[src/pkg/dbg_defines.svh]
`ifndef DBG_DEFINES_SVH
`define DBG_DEFINES_SVH
// register offsets, low byte of the mapped address
`define OFF_CMD 8'h00
`define OFF_STAT 8'h01
`define OFF_SHIFT_HI 8'h02
`define OFF_SHIFT_LO 8'h03
`define OFF_ADDR_HI 8'h04
`define OFF_ADDR_LO 8'h05
`define OFF_FLAGS 8'h06
`define OFF_BCTL0 8'h20
`define OFF_BCTL1 8'h21
`define OFF_BAH 8'h22
`define OFF_BAL 8'h23
`define OFF_BCH 8'h24
`define OFF_BCL 8'h25
// command register fields
`define CMD_STEP_HI 4
`define CMD_STEP_LO 3
`define CMD_SEL_HI 2
`define CMD_SEL_LO 0
`define STEP_NONE 2'b00
`define STEP_GO 2'b01
`define STEP_TRACE 2'b10
`define STEP_TAG_RESUME 2'b11
`define SEL_NEXT 3'b010
`define SEL_PC 3'b011
// status fields
`define ST_PERMIT 7
`define ST_ACTIVE 6
`define ST_TAG 5
`define ST_SHIFT_VALID 4
`define ST_TRACE 3
// break control 0 fields
`define BC0_MODE_HI 7
`define BC0_MODE_LO 6
`define BC0_PM 5
`define BC0_R1 1
`define BC0_R0 0
// break control 1 fields
`define BC1_DBE 6
`define BC1_MBH 5
`define BC1_MBL 4
`define BC1_RWE1 3
`define BC1_RW1 2
`define BC1_RWE0 1
`define BC1_RW0 0
// break modes
`define MODE_OFF 2'b00
`define MODE_TRAP_DUAL 2'b01
`define MODE_FULL 2'b10
`define MODE_DBG_DUAL 2'b11
// reset values
`define RST_BYTE 8'h00
`define RST_WORD 16'h0000
`endif

[src/pkg/dbg_pkg.sv]
package dbg_pkg;
   // run state of the debug logic
   typedef enum logic [1:0] {ST_RUN, ST_ROM_CHECK, ST_HALTED} dbg_state_t;
   // one observed cpu bus cycle
   typedef struct packed {
      logic valid;
      logic fetch;
      logic read;
      logic [15:0] addr;
      logic [15:0] data;
   } bus_cycle_t;
   // register access from the cpu bus while mapped
   typedef struct packed {
      logic wr;
      logic rd;
      logic [7:0] addr;
      logic [7:0] wdata;
   } reg_req_t;
endpackage

[src/rtl/debug_regs_bkpt.sv]
`timescale 1ns/100ps
// Function
// - step field 00 none, 01 resume, 10 single step, 11 tag and resume
// - select 010 is pre-increment-by-two access, 011 is program counter
// - permit clear refuses halted entry; hardware commands still run
// - active flag set exactly while halted and waiting for commands
// - tagging set by tag-resume, cleared on halt; blocks serial commands
// - shift valid flag shows shifter holds valid data
// - 16-bit shifter readable and writable in all modes
// - 16-bit address holder readable; only debug hardware loads it
// - condition flags saved on halt entry; firmware may rewrite copy
// - no breakpoint while halted or running debug firmware
// - mode bits select off, soft trap dual, full, halting dual
// - soft trap mode fetch only; range per point; direction, masks ignored
// - dual modes: second compare enable arms second address point
// - full mode: second range/direction ignored; data compare unless program-only
// - halting dual: program-only, range, direction qualify; masks ignored
// - breakpoints enter firmware even unpermitted; host sets permit first
// - program-only 0 breaks at boundary; 1 breaks on executed tagged opcode
// - first point compares low address byte only when its range bit set
// - dual second point compares low byte only when its range bit set
// - second compare disabled means compare registers unused
// - full mode masks exclude data bytes 15:8 and 7:0
// - dual second point direction compare applies only with second enable
// - second direction value 0 matches writes, 1 reads
// - first direction compare: 0 writes, 1 reads, disabled don't care
// - compare registers cleared only by power-on reset
`include "dbg_defines.svh"
module debug_regs_bkpt
(
   // clock and resets
   input wire logic i_sys_clk,
   input wire logic i_rst,
   input wire logic i_por,
   // cpu register access
   input wire dbg_pkg::reg_req_t i_req,
   output logic [7:0] o_rdata,
   // serial hardware side
   input wire logic i_cmd_load,
   input wire logic [7:0] i_cmd_byte,
   input wire logic i_shift_load,
   input wire logic [15:0] i_shift_word,
   input wire logic i_shift_taken,
   input wire logic i_addr_load,
   input wire logic [15:0] i_addr_word,
   // core control side
   input wire logic i_halt_req,
   input wire logic i_cmd_exec,
   input wire logic i_rom_return,
   input wire logic i_tag_hit,
   input wire logic [7:0] i_flags,
   input wire dbg_pkg::bus_cycle_t i_bus,
   // core control outputs
   output logic o_debug_active,
   output logic o_rom_run,
   output logic o_serial_enable,
   output logic o_resume,
   output logic o_single_step,
   output logic o_sel_next,
   output logic o_sel_pc,
   output logic o_break_now,
   output logic o_fetch_tag,
   output logic o_soft_trap
);
   import dbg_pkg::*;

   dbg_state_t state;
   logic [7:0] cmd;
   logic permit;
   logic tagging_on;
   logic shift_valid;
   logic trace_flag;
   logic [15:0] shift_word;
   logic [15:0] addr_hold;
   logic [7:0] flags_copy;
   logic [7:0] bctl0;
   logic [7:0] bctl1;
   logic [7:0] bah;
   logic [7:0] bal;
   logic [7:0] bch;
   logic [7:0] bcl;
   logic tag_is_trap;
   logic [1:0] step;
   logic [1:0] mode;
   logic pm;
   logic dbe;
   logic exec_cmd;
   logic entering;
   logic bp_enter;
   logic hit0;
   logic hit1;
   logic any_hit;
   logic fetch_ok;

   // compare an address against a high/low pair, low byte optional
   function automatic logic addr_hit(input logic [15:0] a, input logic [7:0] hi,
                                     input logic [7:0] lo, input logic use_lo);
      addr_hit = (a[15:8] == hi) && (!use_lo || (a[7:0] == lo));
   endfunction

   // direction qualifier: value 0 write, 1 read
   function automatic logic dir_hit(input logic en, input logic val, input logic rd);
      dir_hit = !en || (val == rd);
   endfunction

   // field decode
   assign step = cmd[`CMD_STEP_HI:`CMD_STEP_LO];
   assign mode = bctl0[`BC0_MODE_HI:`BC0_MODE_LO];
   assign pm = bctl0[`BC0_PM];
   assign dbe = bctl1[`BC1_DBE];
   assign exec_cmd = i_cmd_exec && (state == ST_HALTED);
   assign entering = (state == ST_RUN) && (i_halt_req || bp_enter);

   // fetch qualification: trap mode and program-only restrict to fetches
   assign fetch_ok = i_bus.fetch || (!pm && (mode != `MODE_TRAP_DUAL));

   // comparator
   always_comb
   begin
      hit0 = 1'b0;
      hit1 = 1'b0;
      case (mode)
         `MODE_TRAP_DUAL:
         begin
            hit0 = addr_hit(i_bus.addr, bah, bal, bctl0[`BC0_R0]);
            hit1 = dbe && addr_hit(i_bus.addr, bch, bcl, bctl0[`BC0_R1]);
         end
         `MODE_FULL:
         begin
            hit0 = addr_hit(i_bus.addr, bah, bal, bctl0[`BC0_R0])
               && (pm || dir_hit(bctl1[`BC1_RWE0], bctl1[`BC1_RW0], i_bus.read))
               && (pm || !dbe || ((bctl1[`BC1_MBH] || i_bus.data[15:8] == bch)
               && (bctl1[`BC1_MBL] || i_bus.data[7:0] == bcl)));
         end
         `MODE_DBG_DUAL:
         begin
            hit0 = addr_hit(i_bus.addr, bah, bal, bctl0[`BC0_R0])
               && (pm || dir_hit(bctl1[`BC1_RWE0], bctl1[`BC1_RW0], i_bus.read));
            hit1 = dbe && addr_hit(i_bus.addr, bch, bcl, bctl0[`BC0_R1])
               && (pm || dir_hit(bctl1[`BC1_RWE1], bctl1[`BC1_RW1], i_bus.read));
         end
         default:
         begin
            hit0 = 1'b0;
            hit1 = 1'b0;
         end
      endcase
   end

   // suppressed outside the run state
   assign any_hit = (state == ST_RUN) && i_bus.valid && fetch_ok && (hit0 || hit1);

   // a debug-mode break enters now or once the tagged opcode executes
   assign bp_enter = (mode != `MODE_TRAP_DUAL) && (mode != `MODE_OFF)
      && ((any_hit && !pm) || (i_tag_hit && !tag_is_trap && pm));

   // run state machine
   always_ff @(posedge i_sys_clk)
   begin
      if (i_rst)
         state <= ST_RUN;
      else
      begin
         case (state)
            ST_RUN:
            begin
               if (i_halt_req && permit)
                  state <= ST_HALTED;
               else if (bp_enter)
                  state <= permit ? ST_HALTED : ST_ROM_CHECK;
            end
            ST_ROM_CHECK:
            begin
               if (i_rom_return)
                  state <= ST_RUN;
            end
            ST_HALTED:
            begin
               if (exec_cmd && step != `STEP_NONE)
                  state <= ST_RUN;
            end
            default:
               state <= ST_RUN;
         endcase
      end
   end

   // command register
   always_ff @(posedge i_sys_clk)
   begin
      if (i_rst)
         cmd <= `RST_BYTE;
      else if (i_cmd_load && !tagging_on)
         cmd <= i_cmd_byte;
      else if (i_req.wr && i_req.addr == `OFF_CMD)
         cmd <= i_req.wdata;
   end

   // status flags
   always_ff @(posedge i_sys_clk)
   begin
      if (i_rst)
      begin
         permit <= 1'b0;
         tagging_on <= 1'b0;
         trace_flag <= 1'b0;
      end
      else
      begin
         if (i_req.wr && i_req.addr == `OFF_STAT)
            permit <= i_req.wdata[`ST_PERMIT];
         if (entering)
            tagging_on <= 1'b0;
         else if (exec_cmd && step == `STEP_TAG_RESUME)
            tagging_on <= 1'b1;
         if (entering)
            trace_flag <= 1'b0;
         else if (exec_cmd && step == `STEP_TRACE)
            trace_flag <= 1'b1;
      end
   end

   // shifter and its valid flag, set wins over clear
   always_ff @(posedge i_sys_clk)
   begin
      if (i_rst)
      begin
         shift_word <= `RST_WORD;
         shift_valid <= 1'b0;
      end
      else
      begin
         if (i_shift_load)
            shift_word <= i_shift_word;
         else if (i_req.wr && i_req.addr == `OFF_SHIFT_HI)
            shift_word[15:8] <= i_req.wdata;
         else if (i_req.wr && i_req.addr == `OFF_SHIFT_LO)
            shift_word[7:0] <= i_req.wdata;
         if (i_shift_load)
            shift_valid <= 1'b1;
         else if (i_shift_taken)
            shift_valid <= 1'b0;
      end
   end

   // address holder, hardware load only
   always_ff @(posedge i_sys_clk)
   begin
      if (i_rst)
         addr_hold <= `RST_WORD;
      else if (i_addr_load)
         addr_hold <= i_addr_word;
   end

   // saved condition flags
   always_ff @(posedge i_sys_clk)
   begin
      if (i_rst)
         flags_copy <= `RST_BYTE;
      else if (entering)
         flags_copy <= i_flags;
      else if (i_req.wr && i_req.addr == `OFF_FLAGS)
         flags_copy <= i_req.wdata;
   end

   // break control registers
   always_ff @(posedge i_sys_clk)
   begin
      if (i_rst)
      begin
         bctl0 <= `RST_BYTE;
         bctl1 <= `RST_BYTE;
      end
      else
      begin
         if (i_req.wr && i_req.addr == `OFF_BCTL0)
            bctl0 <= i_req.wdata;
         if (i_req.wr && i_req.addr == `OFF_BCTL1)
            bctl1 <= i_req.wdata;
      end
   end

   // compare registers, power-on reset only
   always_ff @(posedge i_sys_clk)
   begin
      if (i_por)
      begin
         bah <= `RST_BYTE;
         bal <= `RST_BYTE;
         bch <= `RST_BYTE;
         bcl <= `RST_BYTE;
      end
      else
      begin
         if (i_req.wr && i_req.addr == `OFF_BAH)
            bah <= i_req.wdata;
         if (i_req.wr && i_req.addr == `OFF_BAL)
            bal <= i_req.wdata;
         if (i_req.wr && i_req.addr == `OFF_BCH)
            bch <= i_req.wdata;
         if (i_req.wr && i_req.addr == `OFF_BCL)
            bcl <= i_req.wdata;
      end
   end

   // kind of pending tagged break
   always_ff @(posedge i_sys_clk)
   begin
      if (i_rst)
         tag_is_trap <= 1'b0;
      else if (any_hit && (pm || mode == `MODE_TRAP_DUAL))
         tag_is_trap <= (mode == `MODE_TRAP_DUAL);
   end

   // register read data
   always_ff @(posedge i_sys_clk)
   begin
      if (i_rst)
         o_rdata <= `RST_BYTE;
      else if (!i_req.rd)
         o_rdata <= `RST_BYTE;
      else if (i_req.addr == `OFF_CMD)
         o_rdata <= cmd;
      else if (i_req.addr == `OFF_STAT)
         o_rdata <= {permit, state == ST_HALTED, tagging_on, shift_valid, trace_flag, 3'b000};
      else if (i_req.addr == `OFF_SHIFT_HI)
         o_rdata <= shift_word[15:8];
      else if (i_req.addr == `OFF_SHIFT_LO)
         o_rdata <= shift_word[7:0];
      else if (i_req.addr == `OFF_ADDR_HI)
         o_rdata <= addr_hold[15:8];
      else if (i_req.addr == `OFF_ADDR_LO)
         o_rdata <= addr_hold[7:0];
      else if (i_req.addr == `OFF_FLAGS)
         o_rdata <= flags_copy;
      else if (i_req.addr == `OFF_BCTL0)
         o_rdata <= bctl0;
      else if (i_req.addr == `OFF_BCTL1)
         o_rdata <= bctl1;
      else if (i_req.addr == `OFF_BAH)
         o_rdata <= bah;
      else if (i_req.addr == `OFF_BAL)
         o_rdata <= bal;
      else if (i_req.addr == `OFF_BCH)
         o_rdata <= bch;
      else if (i_req.addr == `OFF_BCL)
         o_rdata <= bcl;
      else
         o_rdata <= `RST_BYTE;
   end

   // control outputs, one cycle after their cause
   always_ff @(posedge i_sys_clk)
   begin
      if (i_rst)
      begin
         o_debug_active <= 1'b0;
         o_rom_run <= 1'b0;
         o_serial_enable <= 1'b0;
         o_resume <= 1'b0;
         o_single_step <= 1'b0;
         o_sel_next <= 1'b0;
         o_sel_pc <= 1'b0;
         o_break_now <= 1'b0;
         o_fetch_tag <= 1'b0;
         o_soft_trap <= 1'b0;
      end
      else
      begin
         o_debug_active <= (state == ST_HALTED);
         o_rom_run <= (state != ST_RUN);
         o_serial_enable <= !tagging_on;
         o_resume <= exec_cmd && (step == `STEP_GO || step == `STEP_TAG_RESUME);
         o_single_step <= exec_cmd && (step == `STEP_TRACE);
         o_sel_next <= exec_cmd && (cmd[`CMD_SEL_HI:`CMD_SEL_LO] == `SEL_NEXT);
         o_sel_pc <= exec_cmd && (cmd[`CMD_SEL_HI:`CMD_SEL_LO] == `SEL_PC);
         o_break_now <= entering && !i_halt_req;
         o_fetch_tag <= any_hit && (pm || mode == `MODE_TRAP_DUAL);
         o_soft_trap <= (state == ST_RUN) && i_tag_hit && tag_is_trap;
      end
   end
endmodule // debug_regs_bkpt

[config.mk]
export PLATFORM = sky130hd
export DESIGN_NAME = debug_regs_bkpt
export DESIGN_NICKNAME = d
export VERILOG_FILES = /design/src/pkg/dbg_pkg.sv /design/src/rtl/debug_regs_bkpt.sv
export VERILOG_INCLUDE_DIRS = /design/src /design/src/pkg
export SDC_FILE = /design/constraint.sdc
export NUM_CORES = 1
export LEC_CHECK = 0
export ABC_AREA = 1
export BUFFER_PORTS_ARGS = -buffer_cell sky130_fd_sc_hd__buf_2
export CELL_PAD_IN_SITES_DETAIL_PLACEMENT = 1
export CELL_PAD_IN_SITES_GLOBAL_PLACEMENT = 1
export CORE_MARGIN = 4
export CORE_UTILIZATION = 42
export CTS_CLUSTER_SIZE = 40
export DETAILED_ROUTE_END_ITERATION = 8
export PLACE_DENSITY = 0.87
export SLEW_MARGIN = 10
export SYNTH_ARGS = -nofsm -noshare
export SYNTH_HDL_FRONTEND = slang
export SYNTH_SLANG_ARGS = --single-unit
[constraint.sdc]
create_clock -name i_sys_clk -period 3.6 [get_ports i_sys_clk]
set_clock_uncertainty 0.1 [all_clocks]
set_input_delay 0.36 -clock i_sys_clk [delete_from_list [all_inputs] [get_ports i_sys_clk]]
set_output_delay 0.36 -clock i_sys_clk [all_outputs]
set_load 0.05 [all_outputs]
# Word level (Yosys, flattened, before mapping)
# Cells that the tools add are included.
# word_totals
register_bits	121
in_bits	112
output_inout_bits	18
wordCells	175
# op_classes
eq_ne	35
n_mux	31
bitwise	1
reduce_logical	80
# op_table
cell	n
$mux 8	20
$eq 8x6->1 const B	6
$eq 8x8->1	6
$logic_and 1x1->1	41
$eq 8x3->1 const B	3
$eq 8x2->1 const B	2
$logic_or 1x1->1	16
$mux 16	1
$reduce_bool 2->1	8
$eq 2x2->1 const B	5
$mux 2	5
$logic_not 1->1	9
$eq 8x1->1 const B	1
$logic_not 8->1	1
$eq 2x1->1 const B	3
$eq 3x2->1 const B	2
$pmux 2 s3	1
$ne 2x1->1 const B	2
$ne 2x2->1 const B	2
$reduce_or 2->1	2
$ne 3x3->1 const B	1
$pmux 1 s3	1
$reduce_and 3->1	1
$eq 1x1->1	2
5 further kinds	6

# Logic depth before layout (Yosys ltp)
# depth
ltp_word	14
mapped_depth	21

# Worst setup path before layout
# Ideal clock, no wire load.
# synth_path
path_type	in2reg
startpoint	input port i_bus[16] in the netlist's numbering
endpoint	register flags_copy[0]
setup_ns	0.132
arrival_time_ns	1.613
t_required_ns	3.368
setup_slack_ns	1.755
path_stages	15
path_cell_list	xor2_1 > a21oi_1 > nand3_1 > o21a_1 > nor2_1 > nand2_1 > nand2_1 > nand2_2 > nand2_2 > nand2_4 > nand2_8 > nand2_8 > buf_12 > nand3_1 > a21oi_1
# synth_between
elab_chain_len	14
# synth_rtl
element	line	source
from (decl)	debug_regs_bkpt.sv:52	input wire dbg_pkg::bus_cycle_t i_bus,
$eq 8x8->1	debug_regs_bkpt.sv:98	addr_hit = (a[15:8] == hi) && (!use_lo || (a[7:0] == lo));
$logic_or 1x1->1	debug_regs_bkpt.sv:98	
$logic_and 1x1->1	debug_regs_bkpt.sv:98	
$logic_and 1x1->1, on equally long branches	n/a	
$logic_and 1x1->1, on equally long branches	debug_regs_bkpt.sv:130, debug_regs_bkpt.sv:139	
$pmux 1 s3 or $pmux 1 s2 (tied branches)	debug_regs_bkpt.sv:122	case (mode)
$logic_or 1x1->1 *	debug_regs_bkpt.sv:151	assign any_hit = (state == ST_RUN) && i_bus.valid && fetch_ok && (hit0 || hit1);
$logic_and 1x1->1 *	debug_regs_bkpt.sv:151	
$logic_and 1x1->1 *	debug_regs_bkpt.sv:155	&& ((any_hit && !pm) || (i_tag_hit && !tag_is_trap && pm));
$logic_or 1x1->1 *	debug_regs_bkpt.sv:155	
$logic_and 1x1->1 *	debug_regs_bkpt.sv:154	assign bp_enter = (mode != `MODE_TRAP_DUAL) && (mode != `MODE_OFF)
$logic_or 1x1->1 *	debug_regs_bkpt.sv:112	assign entering = (state == ST_RUN) && (i_halt_req || bp_enter);
$logic_and 1x1->1 *	debug_regs_bkpt.sv:112	
$mux 8 or $reduce_bool 2->1 (tied branches)	n/a	
to (signal assigned)	debug_regs_bkpt.sv:259	flags_copy <= `RST_BYTE;
to (signal assigned)	debug_regs_bkpt.sv:261	flags_copy <= i_flags;
to (signal assigned)	debug_regs_bkpt.sv:263	flags_copy <= i_req.wdata;
to (decl)	debug_regs_bkpt.sv:75	logic [7:0] flags_copy;
# Mark *: on every way between the ends. The rest lies on a longest branch, timed or not.
# A chain may end at the register's enable or synchronous reset.

# Worst setup path in the final report
# layout_path
startpoint	register bctl0[5]
endpoint	register flags_copy[7]
# layout_between
elab_chain_len	12
# layout_rtl
element	line	source
from (decl)	debug_regs_bkpt.sv:76	logic [7:0] bctl0;
from (signal assigned)	debug_regs_bkpt.sv:271	bctl0 <= `RST_BYTE;
from (signal assigned)	debug_regs_bkpt.sv:277	bctl0 <= i_req.wdata;
$logic_or 1x1->1, on equally long branches	debug_regs_bkpt.sv:131, debug_regs_bkpt.sv:138, debug_regs_bkpt.sv:132	
$logic_and 1x1->1 or $logic_or 1x1->1 (tied branches)	debug_regs_bkpt.sv:130, debug_regs_bkpt.sv:137, debug_regs_bkpt.sv:132	
$logic_and 1x1->1	debug_regs_bkpt.sv:130	hit0 = addr_hit(i_bus.addr, bah, bal, bctl0[`BC0_R0])
$pmux 1 s3	debug_regs_bkpt.sv:122	
$logic_or 1x1->1	debug_regs_bkpt.sv:151	
$logic_and 1x1->1	debug_regs_bkpt.sv:151	
$logic_and 1x1->1	debug_regs_bkpt.sv:155	
$logic_or 1x1->1 *	debug_regs_bkpt.sv:155	
$logic_and 1x1->1 *	debug_regs_bkpt.sv:154	
$logic_or 1x1->1 *	debug_regs_bkpt.sv:112	
$logic_and 1x1->1 *	debug_regs_bkpt.sv:112	
$mux 8 or $reduce_bool 2->1 (tied branches)	n/a	
# Marked as above.

==> metrics.txt <==
number of buffers created by CTS=17; Total Routed Length=~23,000 um; Final setup viols=0; sw frac=about a quarter; GRT overflow=0; Worst Setup End Kind=flop; commonest non-fill, non-tap cell in the layout=nand2_1; core area=about 14,000 sq um; Critical Path Fanout Max=18; antenna violations before repair=1; total negative slack=0 ps; PostCTS Resize Cnt=0; slowest library cell on the worst path=dfxtp_1; Die Y=roughly 130 um; Logic pwr share=8.4%; Place WS=about 1100 ps; GP Congestion=roughly 0.99; Critical Path Most Common Cell=nand2_1; CTS Sinks=between 100 and 150; clk_lat worst skew=roughly 430 ps; cts hold-fix bufs=0; TritonCTS clock tree=done; Pint=2600 uW; layout cells sized above 1=a little under a fifth; largest net degree at the start of global routing=39; Synthesis Warnings=0; Buf+Inv Stages, Crit Path=1; Slew @ Worst Pin=roughly 1000 ps; Yosys reg bits=~120; Finished Core Util=roughly 53%; CP delay by family, top=simple AND/OR/NAND/NOR gates; type of the worst setup path=flop to flop; clk buf depth=2; vias in the first global route=between 6,000 and 7,000; I/O pins=130; type of element launching the critical path=flop; part of the cycle the worst path needs=between 60% and 70%; WL/cell=between 15 and 20 um; P&R area growth vs syn=21.8%; pwr dens=between 400 and 500 nW/um^2; fin nets=between 1,000 and 1,500; mean post-synth cell area=slightly below 7 sq um; clock power share=50.7%; Clock Tree Root=clkbuf_16; min Tclk post-route=about 2400 ps; maximum vdd drop=337 uV; vias per inst=between 5 and 6; Seq/Total Area, Yosys=between 30 and 40%; CP Cell Sequence=inv_1 -> nand4_1 -> nand4_1 -> nor3_1 -> nand2_1 -> nand2_1 -> nand2_2 -> nand2_2 -> nand2_4 -> nand2_8 -> nand2_8 -> nand2_1 -> nand2_1 -> a21oi_1; async set-or-reset flop fraction in the synthesized netlist=0%; drt first pass iters=8; first-pass GRT wire length=between 30,000 and 40,000 um; Maximum Capacitance Violations=0; Post-Synthesis Cells=891; commonest cells after routing, fill and taps aside=178 x nand2_1, 129 x buf_2, 121 x dfxtp_1, 120 x nor2_1, 94 x inv_1; # DRC=0; Worst-path clk slew=60 ps; library cells used by synthesis=43; final hold vios=0; htree depth=4; Sequential Power Share=between 40 and 50%; die span in x=between 100 and 150 um; Mapped Area=between 6000 and 7000 sq um; die area=~17,000 sq um; largest stage delay on the critical path=~480 ps; Worst slew margin=a little under a third; # rows=43; static leakage=approximately 0.0032 uW; Worst Path Arrival=roughly 2700 ps; final setup margin=between 1000 and 1500 ps; hpwl dp=around 17,000 um; NetSw=roughly 850 uW; port bufs=roughly 130; DRT antenna net count=0; Tot Pwr=around 3500 uW; Max Freq=slightly above 400 MHz; DRT iter0 DRCs=~630; number of setup buffers added after CTS=0; WP data required=roughly 3900 ps; RSZ-0062 raised after global routing=no; Post-Syn Nets=1,003; Initial Utilization=between 40% and 50%; Pins Over Slew Limit=0; outcome=completed; number of enable flip-flop cells after synthesis=0; gr usage total=27.5%; Most used DFF post-synth=dfxtp_1; Hold Path Class=primary input to flop; routed vias=6,544
[flip-flops by register name, summed over array words and instances, names as in the netlist, 2 cells and up]
| name | flops |
|---|---|
| addr_hold | 16 |
| bah | 8 |
| bal | 8 |
| bch | 8 |
| bcl | 8 |
| bctl0 | 8 |
| bctl1 | 8 |
| cmd | 8 |
| flags_copy | 8 |
| o_rdata | 8 |
| shift_word | 16 |
| state | 2 |
[Yosys cell counts, types with 2 or more instances]
master	instances	area share (%)
inv_1	94	5.8
clkbuf_1	29	1.8
inv_2	4	0.24
xnor2_1	29	4.1
o22ai_1	8	0.82
a21oi_1	85	6.9
buf_1	3	0.18
clkinv_1	4	0.24
nor3_1	7	0.57
a41o_1	2	0.33
nand2_8	2	0.65
or2_2	7	0.71
nand2_2	2	0.20
nor4_1	5	0.51
a22oi_1	2	0.24
a211oi_1	23	2.8
o21ai_0	62	5.1
nand3_1	52	4.2
a31oi_1	12	1.2
dfxtp_1	121	40
xor2_1	7	1.0
nand4_1	13	1.3
nor2_1	120	7.3
buf_4	2	0.24
nand2_1	178	11
[power groups by stage]
stage	Combinational, uW	Sequential [uW]	Clock [uW]
finish	291	1410	1750
global route	322	1410	1820
CTS	289	1410	1750
detailed placement	285	1440	0
global placement	276	1440	0
floorplan	158	1430	0
[per-layer routing]
layer	vias to the layer above	GRT usage, %	share of wire, %
li1	3165	-	-
met1	3104	37.0	44
met2	234	44.2	47
met3	41	5.06	6.9
met4	0	9.82	2.3
met5	-	0	0
[final timing paths]
kind / startpoint / endpoint / slack, ps / depth (start not counted)
worst max-delay path: bctl0[5] / flags_copy[7] / 1160 / 14
worst min-delay path: i_addr_word[13] / addr_hold[13] / 50 / 3
worst max register to register: bctl0[5] / flags_copy[7] / 1160 / 14
worst min register to register: shift_word[9] / shift_word[9] / 360 / 2
[logic make-up (layout without fill, tap and decap cells)]
family	after synthesis	count (layout)	share of synthesized area, %
other	0	1	0
flip-flops	121	121	39.5
AO/OA/AOI/OAI	203	203	18.8
XOR/XNOR	36	36	5.14
buffers and inverters	138	265	8.86
AND/OR/NAND/NOR	393	393	27.7
[worst register-to-register path: stages, from the launching register on]
cell     delay (ps)
dfxtp_1         480
inv_1           210
nand4_1         150
nand4_1          80
nor3_1          370
nand2_1         100
nand2_1         150
nand2_2          80
nand2_2          80
nand2_4          70
nand2_8         110
nand2_8         110
nand2_1          90
nand2_1          70
a21oi_1         110
[area by class of cell]
cell class                 count  area [sq um]
timing repair buffer         132           668
tap                          180           225
clock inverter                12           149
clock buffer                  19           453
sequential                   121          2420
inverter                     102           383
fill                        1892          6630
multi-input combinational    632          3170
antenna                        1          2.50
[per-stage QoR]
stage	cell area (sq um)	hold slack, ps	cells
3_3_place_gp	6860	353	1167
4_1_cts	7470	50.6	1198
6_report	7470	53.4	1199
3_5_place_dp	6860	353	1167
5_1_grt	7470	58.3	1199
2_1_floorplan	6130	314	891
(Power assumes the default switching activity.)
